File: src/vcom_bridge_pkg.sv
// shared constants and types of the serial bridge
`default_nettype none
package vcom_bridge_pkg;

  // ==========================================================
  // clock and link rates
  localparam int unsigned CLK_HZ = 100_000_000;
  localparam int unsigned BAUD_RESET = 115_200;
  localparam int unsigned BAUD_MIN = 9_600;
  localparam int unsigned BAUD_MAX = 921_600;
  // clocks per bit; the fastest rate rounds down, the slowest too
  localparam int unsigned DIV_RESET_I = CLK_HZ / BAUD_RESET;
  localparam int unsigned DIV_MIN_I = CLK_HZ / BAUD_MAX;
  localparam int unsigned DIV_MAX_I = CLK_HZ / BAUD_MIN;
  localparam int unsigned DIV_W = 16;
  localparam logic [DIV_W-1:0] DIV_RESET = DIV_W'(DIV_RESET_I);
  localparam logic [DIV_W-1:0] DIV_MIN = DIV_W'(DIV_MIN_I);
  localparam logic [DIV_W-1:0] DIV_MAX = DIV_W'(DIV_MAX_I);

  // ==========================================================
  // register map (byte addresses)
  localparam logic [7:0] OFS_CTRL = 8'h00;
  localparam logic [7:0] OFS_DIV = 8'h04;
  localparam logic [7:0] OFS_STATUS = 8'h08;
  localparam logic [7:0] OFS_RXDATA = 8'h0C;
  localparam logic [7:0] OFS_TXDATA = 8'h10;

  // ==========================================================
  // field positions
  localparam int unsigned CTRL_MODE_LSB = 0;
  localparam int unsigned ST_RX_VALID = 0;
  localparam int unsigned ST_RX_FULL = 1;
  localparam int unsigned ST_TX_BUSY = 2;
  localparam int unsigned ST_TX_PEND = 3;
  localparam int unsigned ST_FRAME_ERR = 4;
  localparam int unsigned ST_RX_OVR = 5;
  localparam int unsigned ST_TX_DROP = 6;
  localparam int unsigned ST_PATH_EN = 7;
  localparam int unsigned ST_TGT_RTS = 8;

  // ==========================================================
  // types
  typedef enum logic [1:0] {HS_DISABLED, HS_RTS, HS_CTS, HS_RTSCTS} hs_mode_t;
  localparam hs_mode_t MODE_RESET = HS_DISABLED;

  typedef enum logic [1:0] {SER_IDLE, SER_START, SER_DATA, SER_STOP} ser_state_t;

  // a pin that the bridge may leave undriven
  typedef struct packed {
    logic out;
    logic oe;
  } pin_drive_t;

endpackage
`default_nettype wire

File: src/vcom_uart_bridge.sv
// serial bridge end of the target link, with apb registers and flow control
//
// What this block does
// - reset: 115200 8N1, flow control off
// - rate 9600..921600, shared by both directions
// - target tx into bridge, bridge out
// - nothing relayed while path enable low
// - ready output high when buffer has room
// - ready output low when buffer full
// - disabled: ready undriven, target rts ignored
// - rts mode: ready driven, target rts ignored
// - cts mode: ready undriven, send gated
// - rtscts mode: ready driven and send gated
// - running character always finishes
// - no gating: send regardless of rts
`timescale 1ns/1ps
`default_nettype none

module vcom_uart_bridge
  import vcom_bridge_pkg::*;
#(
  parameter int unsigned DATA_W = 8
) (
  // clock, reset, enable
  input wire logic pclk,
  input wire logic presetn,
  input wire logic ce,
  // apb slave
  input wire logic psel,
  input wire logic penable,
  input wire logic pwrite,
  input wire logic [7:0] paddr,
  input wire logic [31:0] pwdata,
  output logic [31:0] prdata,
  output logic pready,
  output logic pslverr,
  // target link pins
  input wire logic tgt_txd,
  output logic tgt_rxd,
  input wire logic tgt_rts,
  output pin_drive_t tgt_cts,
  input wire logic path_en
);

  // ==========================================================
  // elaboration check
  if (DATA_W != 8) begin : g_chk
    $error("vcom_uart_bridge supports 8 data bits only");
  end

  // ==========================================================
  // state
  typedef struct packed {
    hs_mode_t mode;
    logic [DIV_W-1:0] div;
    logic [2:0] s_line;
    logic f_line;
    logic [2:0] s_en;
    logic f_en;
    logic [2:0] s_rts;
    logic f_rts;
    ser_state_t rx_st;
    logic [DIV_W-1:0] rx_cnt;
    logic [2:0] rx_bit;
    logic [7:0] rx_sh;
    logic [1:0][7:0] buf_q;
    logic [1:0] buf_n;
    ser_state_t tx_st;
    logic [DIV_W-1:0] tx_cnt;
    logic [2:0] tx_bit;
    logic [7:0] tx_sh;
    logic tx_line;
    logic [7:0] hold;
    logic hold_v;
    logic ferr;
    logic ovr;
    logic drop;
    logic [31:0] rdata;
  } state_t;

  state_t st_r;
  state_t st_nxt;

  localparam state_t ST_RESET = '{
    mode: MODE_RESET,
    div: DIV_RESET,
    s_line: 3'b111,
    f_line: 1'b1,
    s_en: 3'b000,
    f_en: 1'b0,
    s_rts: 3'b000,
    f_rts: 1'b0,
    rx_st: SER_IDLE,
    rx_cnt: '0,
    rx_bit: 3'd0,
    rx_sh: 8'h00,
    buf_q: '0,
    buf_n: 2'd0,
    tx_st: SER_IDLE,
    tx_cnt: '0,
    tx_bit: 3'd0,
    tx_sh: 8'h00,
    tx_line: 1'b1,
    hold: 8'h00,
    hold_v: 1'b0,
    ferr: 1'b0,
    ovr: 1'b0,
    drop: 1'b0,
    rdata: 32'h0000_0000
  };

  // ==========================================================
  // bus decode
  logic setup;
  logic access;
  logic mapped;
  logic wr_en;
  logic rd_en;

  assign setup = psel && !penable;
  assign access = psel && penable;
  assign mapped = (paddr == OFS_CTRL) || (paddr == OFS_DIV) || (paddr == OFS_STATUS) ||
                  (paddr == OFS_RXDATA) || (paddr == OFS_TXDATA);
  assign wr_en = access && pwrite && mapped;
  assign rd_en = access && !pwrite && mapped;
  assign pready = 1'b1;
  assign pslverr = access && !mapped;

  // ==========================================================
  // buffer handshakes: fill from the receiver, drain by bus reads
  logic fill_valid;
  logic fill_ready;
  logic drain_valid;
  logic drain_ready;
  logic gate_tx;
  logic drive_ready;
  logic tx_take;

  always_comb begin
    state_t n;
    logic [31:0] status;
    logic [1:0] cnt_after;
    logic [DIV_W-1:0] wdiv;
    n = st_r;
    fill_valid = 1'b0;
    drain_valid = st_r.buf_n != 2'd0;
    drain_ready = rd_en && (paddr == OFS_RXDATA);
    fill_ready = st_r.buf_n != 2'd2;
    gate_tx = (st_r.mode == HS_CTS) || (st_r.mode == HS_RTSCTS);
    drive_ready = (st_r.mode == HS_RTS) || (st_r.mode == HS_RTSCTS);
    tx_take = (st_r.tx_st == SER_IDLE) && st_r.hold_v && st_r.f_en && (!gate_tx || st_r.f_rts);
    wdiv = '0;
    status = 32'h0000_0000;
    status[ST_RX_VALID] = drain_valid;
    status[ST_RX_FULL] = !fill_ready;
    status[ST_TX_BUSY] = st_r.tx_st != SER_IDLE;
    status[ST_TX_PEND] = st_r.hold_v;
    status[ST_FRAME_ERR] = st_r.ferr;
    status[ST_RX_OVR] = st_r.ovr;
    status[ST_TX_DROP] = st_r.drop;
    status[ST_PATH_EN] = st_r.f_en;
    status[ST_TGT_RTS] = st_r.f_rts;

    // pin inputs: the filtered level moves once stages two and three agree
    n.s_line = {st_r.s_line[1:0], tgt_txd};
    n.s_en = {st_r.s_en[1:0], path_en};
    n.s_rts = {st_r.s_rts[1:0], tgt_rts};
    if (st_r.s_line[1] == st_r.s_line[2]) begin
      n.f_line = st_r.s_line[2];
    end
    if (st_r.s_en[1] == st_r.s_en[2]) begin
      n.f_en = st_r.s_en[2];
    end
    if (st_r.s_rts[1] == st_r.s_rts[2]) begin
      n.f_rts = st_r.s_rts[2];
    end

    // read data is captured in the setup cycle so it comes from flops
    if (setup && !pwrite) begin
      case (paddr)
        OFS_CTRL: n.rdata = {30'h0000_0000, st_r.mode};
        OFS_DIV: n.rdata = {16'h0000, st_r.div};
        OFS_STATUS: n.rdata = status;
        OFS_RXDATA: n.rdata = {24'h00_0000, st_r.buf_q[0]};
        default: n.rdata = 32'h0000_0000;
      endcase
    end

    // register writes; sticky flags are write-one-to-clear
    if (wr_en) begin
      case (paddr)
        OFS_CTRL: n.mode = hs_mode_t'(pwdata[CTRL_MODE_LSB +: 2]);
        OFS_DIV: begin
          wdiv = pwdata[DIV_W-1:0];
          if (wdiv < DIV_MIN) begin
            n.div = DIV_MIN;
          end else if (wdiv > DIV_MAX) begin
            n.div = DIV_MAX;
          end else begin
            n.div = wdiv;
          end
        end
        OFS_STATUS: begin
          if (pwdata[ST_FRAME_ERR]) begin
            n.ferr = 1'b0;
          end
          if (pwdata[ST_RX_OVR]) begin
            n.ovr = 1'b0;
          end
          if (pwdata[ST_TX_DROP]) begin
            n.drop = 1'b0;
          end
        end
        OFS_TXDATA: begin
          // a full holding register refuses the byte unless it is taken now
          if (st_r.hold_v && !tx_take) begin
            n.drop = 1'b1;
          end else begin
            n.hold = pwdata[7:0];
            n.hold_v = 1'b1;
          end
        end
        default: begin
        end
      endcase
    end

    // ==========================================================
    // receiver, target to bridge
    // target data in
    n.rx_cnt = (st_r.rx_cnt == '0) ? '0 : st_r.rx_cnt - 1'b1;
    case (st_r.rx_st)
      SER_IDLE: begin
        if (st_r.f_en && !st_r.f_line) begin
          n.rx_st = SER_START;
          n.rx_cnt = st_r.div >> 1;
        end
      end
      SER_START: begin
        if (st_r.rx_cnt == '0) begin
          if (!st_r.f_line) begin
            n.rx_st = SER_DATA;
            n.rx_bit = 3'd0;
            n.rx_cnt = st_r.div - 1'b1;
          end else begin
            n.rx_st = SER_IDLE;
          end
        end
      end
      SER_DATA: begin
        if (st_r.rx_cnt == '0) begin
          n.rx_sh = {st_r.f_line, st_r.rx_sh[7:1]};
          n.rx_cnt = st_r.div - 1'b1;
          n.rx_bit = st_r.rx_bit + 3'd1;
          if (st_r.rx_bit == 3'd7) begin
            n.rx_st = SER_STOP;
          end
        end
      end
      SER_STOP: begin
        if (st_r.rx_cnt == '0) begin
          n.rx_st = SER_IDLE;
          if (st_r.f_line) begin
            fill_valid = 1'b1;
          end else begin
            n.ferr = 1'b1;
          end
        end
      end
      default: n.rx_st = SER_IDLE;
    endcase

    // ==========================================================
    // two-entry buffer
    cnt_after = st_r.buf_n;
    if (drain_valid && drain_ready) begin
      n.buf_q[0] = st_r.buf_q[1];
      cnt_after = st_r.buf_n - 2'd1;
    end
    if (fill_valid) begin
      if (fill_ready || (drain_valid && drain_ready)) begin
        n.buf_q[cnt_after[0]] = st_r.rx_sh;
        cnt_after = cnt_after + 2'd1;
      end else begin
        // the buffer is full and no read drains it this cycle; the new byte is lost
        n.ovr = 1'b1;
      end
    end
    n.buf_n = cnt_after;

    // ==========================================================
    // transmitter, bridge to target
    n.tx_cnt = (st_r.tx_cnt == '0) ? '0 : st_r.tx_cnt - 1'b1;
    case (st_r.tx_st)
      SER_IDLE: begin
        n.tx_line = 1'b1;
        // no new character while path disabled
        if (tx_take) begin
          n.tx_st = SER_START;
          n.tx_sh = st_r.hold;
          n.hold_v = (wr_en && (paddr == OFS_TXDATA));
          n.tx_line = 1'b0;
          n.tx_cnt = st_r.div - 1'b1;
        end
      end
      SER_START: begin
        if (st_r.tx_cnt == '0) begin
          n.tx_st = SER_DATA;
          n.tx_bit = 3'd0;
          n.tx_line = st_r.tx_sh[0];
          n.tx_cnt = st_r.div - 1'b1;
        end
      end
      SER_DATA: begin
        // rts is not looked at mid-character
        if (st_r.tx_cnt == '0) begin
          n.tx_cnt = st_r.div - 1'b1;
          n.tx_bit = st_r.tx_bit + 3'd1;
          if (st_r.tx_bit == 3'd7) begin
            n.tx_st = SER_STOP;
            n.tx_line = 1'b1;
          end else begin
            n.tx_sh = {1'b0, st_r.tx_sh[7:1]};
            n.tx_line = st_r.tx_sh[1];
          end
        end
      end
      SER_STOP: begin
        if (st_r.tx_cnt == '0) begin
          n.tx_st = SER_IDLE;
        end
      end
      default: n.tx_st = SER_IDLE;
    endcase

    st_nxt = n;
  end

  // ==========================================================
  // registers
  // reset defaults
  always_ff @(posedge pclk or negedge presetn) begin
    if (!presetn) begin
      st_r <= ST_RESET;
    end else if (ce) begin
      st_r <= st_nxt;
    end
  end

  // ==========================================================
  // outputs
  assign prdata = st_r.rdata;
  assign tgt_rxd = st_r.tx_line;
  assign tgt_cts.out = fill_ready;
  assign tgt_cts.oe = drive_ready;

endmodule // vcom_uart_bridge
`default_nettype wire

File: config.mk
export PLATFORM = sky130hd
export DESIGN_NAME = vcom_uart_bridge
export DESIGN_NICKNAME = d
export VERILOG_FILES = /design/src/vcom_bridge_pkg.sv /design/src/vcom_uart_bridge.sv
export SDC_FILE = /design/constraint.sdc
export NUM_CORES = 1
export LEC_CHECK = 0
export ABC_AREA = 1
export BUFFER_PORTS_ARGS = -buffer_cell sky130_fd_sc_hd__buf_2
export CORE_UTILIZATION = 45
export DETAILED_ROUTE_END_ITERATION = 12
export GPL_TIMING_DRIVEN = 0
export PLACE_DENSITY = 0.7
export SYNTH_ARGS = -nofsm -noshare
export SYNTH_HDL_FRONTEND = slang
export SYNTH_SLANG_ARGS = --single-unit
File: constraint.sdc
create_clock -name pclk -period 1.9 [get_ports pclk]
set_input_delay 0.38 -clock pclk [delete_from_list [all_inputs] [get_ports pclk]]
set_output_delay 0.38 -clock pclk [all_outputs]
set_load 0.02 [all_outputs]
After elaboration in Yosys (flattened, before gate mapping)
Index checks and enable logic that the tools add are counted.
{"block": "word_totals", "out_inout_bits": 37, "elab_cells": 188, "reg_bits": 151}
{"block": "op_classes", "eq_ne": 33, "n_reduce_logical": 60, "bitwise_logic": 1, "mux": 57, "addsub": 7, "magnitude_cmp": 4}
{"op": "one-hot mux 16 bit (3 select lines)", "count": 2}
{"op": "two-way mux 16 bit", "count": 4}
{"op": "one-hot mux 16 bit (4 select lines)", "count": 1}
{"op": "subtractor 16 x 1 -> 16 bit (second input constant)", "count": 3}
{"op": "two-way mux 21 bit", "count": 2}
{"op": "two-way mux 8 bit", "count": 5}
{"op": "two-way mux 18 bit", "count": 2}
{"op": "zero test 16 bit", "count": 2}
{"op": "two-way mux 30 bit", "count": 1}
{"op": "two-way mux 29 bit", "count": 1}
{"op": "!= test 2 bit (second input constant)", "count": 14}
{"op": "two-way mux 19 bit", "count": 1}
{"op": "two-way mux 1 bit", "count": 18}
{"op": "two-way mux 2 bit", "count": 9}
{"op": "logical AND 1 bit", "count": 17}
{"op": "bitwise mux 16 bit", "count": 1}
{"op": "equality test 8 x 4 -> 1 bit (second input constant)", "count": 2}
{"op": "> comparator 16 x 14 -> 1 bit (second input constant)", "count": 1}
{"op": "less-than comparator 16 x 7 -> 1 bit (second input constant)", "count": 1}
{"op": "one-hot mux 2 bit (4 select lines)", "count": 2}
{"op": "one-hot mux 8 bit (2 select lines)", "count": 1}
{"op": "AND reduction 5 bit", "count": 3}
{"op": "equality test 2 bit (second input constant)", "count": 6}
{"op": "one-hot mux 3 bit (2 select lines)", "count": 2}
{"op": "27 further kinds", "count": 61}

Logic depth before layout (Yosys ltp)
{"block": "logic_depth", "word_depth": 16, "ltp_mapped": 13, "mapped_depth_nobuf": 13}

Least setup slack after synthesis
OpenSTA, ideal clock, no wires.
{"block": "synth_timing", "path_type": "register -> register", "from": "reg st_r[72] (netlist name)", "to": "reg st_r[51] (netlist name)", "setup_time_ns": 0.123, "synth_period_minus_slack_ns": 1.794, "setup_slack_ns": 0.106, "path_stages_with_launch": 13, "t_arrival_ns": 1.671, "required_ns": 1.777, "cell_sequence": "dfrtp_1 > inv_1 > ha_1 > nand2_1 > nor2_1 > nand2_1 > nand2_1 > nand3_2 > or2_1 > buf_6 > buf_8 > nand2_2 > o21ai_2"}
{"block": "synth_between", "elab_chain_len": 6, "elab_cells_between_ends": 11}
{"element": "start: declaration", "line_no": "vcom_uart_bridge.sv:81", "source": "state_t st_r;"}
{"element": "start signal: assignment", "line_no": "vcom_uart_bridge.sv:346", "source": "st_r <= st_nxt;"}
{"element": "zero test 2 bit", "line_no": "vcom_uart_bridge.sv:151, vcom_uart_bridge.sv:294"}
{"element": "logical AND 1 bit (3 in series)", "line_no": "vcom_uart_bridge.sv:151", "source": "tx_take = (st_r.tx_st == SER_IDLE) && st_r.hold_v && st_r.f_en && (!gate_tx || st_r.f_rts);"}
{"element": "!= test 2 bit (no source line)"}
{"element": "AND reduction 5 bit (no source line)"}
Parallel ways exist; a longest one is shown, timed or not.
A chain may end at the register's enable or synchronous reset.

Final worst setup path
{"block": "layout_timing", "from": "reg st_r[74] (netlist name)", "to": "out tgt_cts[1] (netlist name)"}
{"block": "layout_between", "elab_chain_len": 1}
{"element": "!= test 2 bit", "line_no": "vcom_uart_bridge.sv:148", "source": "fill_ready = st_r.buf_n != 2'd2;"}
{"element": "end: declaration", "line_no": "vcom_uart_bridge.sv:41", "source": "output pin_drive_t tgt_cts,"}
Every way passes these cells.

==> summary.txt <==
Outcome
  – Status: finished clean

Synthesis
  – Number of flops mapped to enable cells by yosys: 0
  – Syn. warnings: 0
  – Top post-synthesis cells by area: dfrtp_1 37%, nand2_1 16%, inv_1 6.9%, nand3_1 5.4%, nor2_1 5.3%
  – Syn Area/Cell: about 7 µm²
  – FF+latch count, synth: 135
  – Post-synth cell types: 45
  – Sequential element share of the synthesized area: approximately two fifths
  – Post-synth top area cell: dfrtp_1
  – Mapped Cells: 1,202
  – Most common cell in the netlist: nand2_1
  – Asr flop ratio synth: 100%
  – Synth cell count leaders: 351 x nand2_1, 156 x inv_1, 125 x dfrtp_1
  – Yosys top cell area share: 37.0%
  – Synth Flop Type: dfrtp_1
  – Netlist Area Pre-Place: roughly 0.0084 mm²

Clocking
  – Worst skew pair latency: between 400 and 500 ps
  – CTS tree: done
  – Root buf cell: clkbuf_16
  – CTS buffer count: 17
  – # clock sinks: around 140
  – Clock transition at the registers of the reported paths: about 60 ps
  – Clk buf depth: 2
  – H-tree lvl count: 4

GRT
  – Pin count of the biggest net entering global routing: 76
  – First-pass GRT wire length: slightly below 40,000 µm
  – Number of global-route vias before repair: between 7,000 and 8,000
  – Initial antenna violation count: 0
  – GR Overflow Total: 0
  – Tot GR Track Use: 26.0%

Power
  – LEAKAGE: ~5.3 nW
  – Cell Pwr Density: ~800 mW/mm²
  – Maximum vdd drop: a little over 0.6 mV
  – Overall Power: about 8.4 mW

Finish
  – Sequential cell area: ~0.0034 mm²
  – Multi-input gate area: roughly 0.0044 mm²
  – Layout Nets: about 1,400
  – Layout cells sized above 1: 22.4%
  – Layout area overhead: 24.6%
  – ANT cells: 0
  – Fillers: around 1,700
  – Finished layout cell area: about 0.011 mm²

Worst setup path
  – Reg2reg path depth: 12
  – Critical path's slowest cell: dfrtp_1
  – CP peak stage delay: ~400 ps
  – CP Capture Type: output port
  – CP Launch Type: flop
  – CP Class: flop to output port
  – R2r startpoint: st_r[73]$_DFFE_PN0P_
  – CP max FO: 3
  – Cells along the critical path: inv_1 > ha_1 > inv_2 > buf_4 > buf_2
  – WP data required: 1520 ps
  – Crit path DAT: approximately 1500 ps
  – Critical R2R Capture: st_r[47]$_DFFE_PN0P_
  – R2r setup slk: roughly 30 ps

Placement
  – Post-DP HPWL: 17,700 µm
  – Post-DP Area: roughly 0.0091 mm²
  – Placer Congestion: ~0.96
  – Number of port buffers: 52

Routing
  – Antenna Nets Post-Route: 0
  – Wire per inst: around 16 µm
  – DR vias: between 8,000 and 9,000
  – Iteration-0 DRC Markers: roughly 660
  – Total Wirelength: between 20,000 and 25,000 µm
  – DR pass1 iterations: 7
  – # DRC: 0
  – DR vias/cell: 5.25

Floorplan
  – Die Wd: 139 µm
  – Core footprint: around 0.018 mm²
  – Die ar.: a little under 0.02 mm²
  – Chip height: about 140 µm
  – Num rows: between 40 and 50
  – Starting density of the core: 46.4%
  – # IOs: 86

STA
  – Final TNS setup: 0 ps
  – Final setup fails: 0
  – Fmax: 530 MHz
  – RSZ-0062 raised after global routing: true
  – Worst rel slew slack: approximately half
  – Fin crit share: slightly below 100%
  – Worst-Margin Slew: a little over 700 ps
  – Final hold vios: 0
  – Clk_skew: 12.5 ps
  – Minimum clock period: roughly 1900 ps
  – Slew Viols, Final: 0

Worst hold path
  – Hold depth: 3
  – Min-delay src: path_en
  – HP Class: primary input to flop
  – Hold EP: st_nxt[127]$_DFFE_PN0P_

Run
  – Maxcap violations: 0
==> power breakdown <==
group,switching [mW],leakage [nW],internal (mW)
sequential,0.310,1.66,3.15
combinational,0.956,3.35,0.631
clock,1.43,0.281,1.91
==> registers in the layout (all words and copies together), names as in the netlist <==
| signal | cells |
|---|---|
| tgt_rxd | 1 |
| st_nxt | 6 |
| st_r | 112 |
| prdata | 16 |
==> cell families after synthesis <==
logic type | Yosys count | synth area share, %
buf+inv | 226 | 12.0
xor+xnor | 24 | 2.49
flops | 135 | 40.1
other cells | 2 | 0.0889
simple gates | 627 | 31.6
compound gates | 174 | 11.7
fa+ha+maj | 14 | 2.07
==> metal layers <==
layer / part of all wire (%) / GRT usage, % / up-vias
met1: 44 / 34.6 / 3957
met5: 0 / 0 / -
met3: 5.9 / 5.21 / 51
met2: 48 / 42.1 / 270
li1: - / - / 4040
met4: 2.4 / 8.89 / 0
==> area by class of cell <==
type                            count  share of cell area (%)
Timing Repair Buffer              107                    7.40
Tap cell                          229                    2.72
Clock inverter                     13                    1.26
Buffer                             63                    4.05
Inverter                          161                    5.84
Sequential cell                   135                    32.3
Clock buffer                       19                    4.30
Multi-Input combinational cell    856                    42.1
Timing Repair inverter              1                  0.0476
==> worst max-delay path: cells and delay by family (launching register included) <==
family / cells / cell delay, ps
fa+ha+maj: 1 / 190
buf+inv: 4 / 490
flops: 1 / 400
==> stage by stage <==
step	utilization, %	worst slack, ps	instances	hold slack, ps
final	57.8	12.6	1584	163
after global routing	57.8	-66.0	1584	172
after CTS	54.9	0.586	1553	166
after detailed placement	49.9	-347	1499	401
after global placement	49.7	-1490	1498	449
after floorplan	-	106	1217	84.4
==> cells in the final DEF (no fill, tap or decap), types with 7 or more instances in the layout <==
cell type / count
a21oi_1: 26
a22oi_1: 9
buf_2: 55
buf_4: 77
buf_6: 14
clkbuf_1: 13
clkbuf_16: 18
conb_1: 17
dfrtp_1: 117
dfrtp_2: 8
dfstp_2: 10
ha_1: 10
inv_1: 147
inv_2: 11
nand2_1: 338
nand2_2: 16
nand3_1: 85
nand4_1: 12
nor2_1: 103
nor2_2: 13
nor2_4: 16
nor3_1: 10
o21ai_0: 85
o21ai_1: 13
o21ai_2: 10
o22ai_1: 7
o31ai_1: 9
xor2_1: 20
==> repair_timing <==
action                                  CTS  global route
gates resized for setup                  40            86
endpoints found under the hold margin    54             0
endpoints found under the setup margin   80            69
hold buffers                              1             0
pin swaps                                14            25
setup buffers                            22            29
cloned                                    0             3
==> worst max-delay path by stage <==
| stage | startpoint | end | slack (ps) | cells after the start |
|---|---|---|---|---|
| 3_3_place_gp | presetn | st_r[86]$_DFFE_PN0P_ | -1490 | 1 |
| 2_1_floorplan | st_r[72]$_DFFE_PN0P_ | st_r[51]$_DFFE_PN0P_ | 110 | 12 |
| 3_5_place_dp | st_r[103]$_DFFE_PN0P_ | st_r[90]$_DFFE_PN0P_ | -350 | 10 |
| 4_1_cts | st_r[104]$_DFFE_PN0P_ | st_r[81]$_DFFE_PN0P_ | 0.6 | 10 |
| 6_report | st_r[74]$_DFFE_PN0P_ | tgt_cts[1] | 10 | 5 |
| 5_1_grt | st_r[57]$_DFFE_PN0P_ | st_r[46]$_DFFE_PN0P_ | -70 | 12 |
No activity file was read; power rests on OpenSTA's default activity.
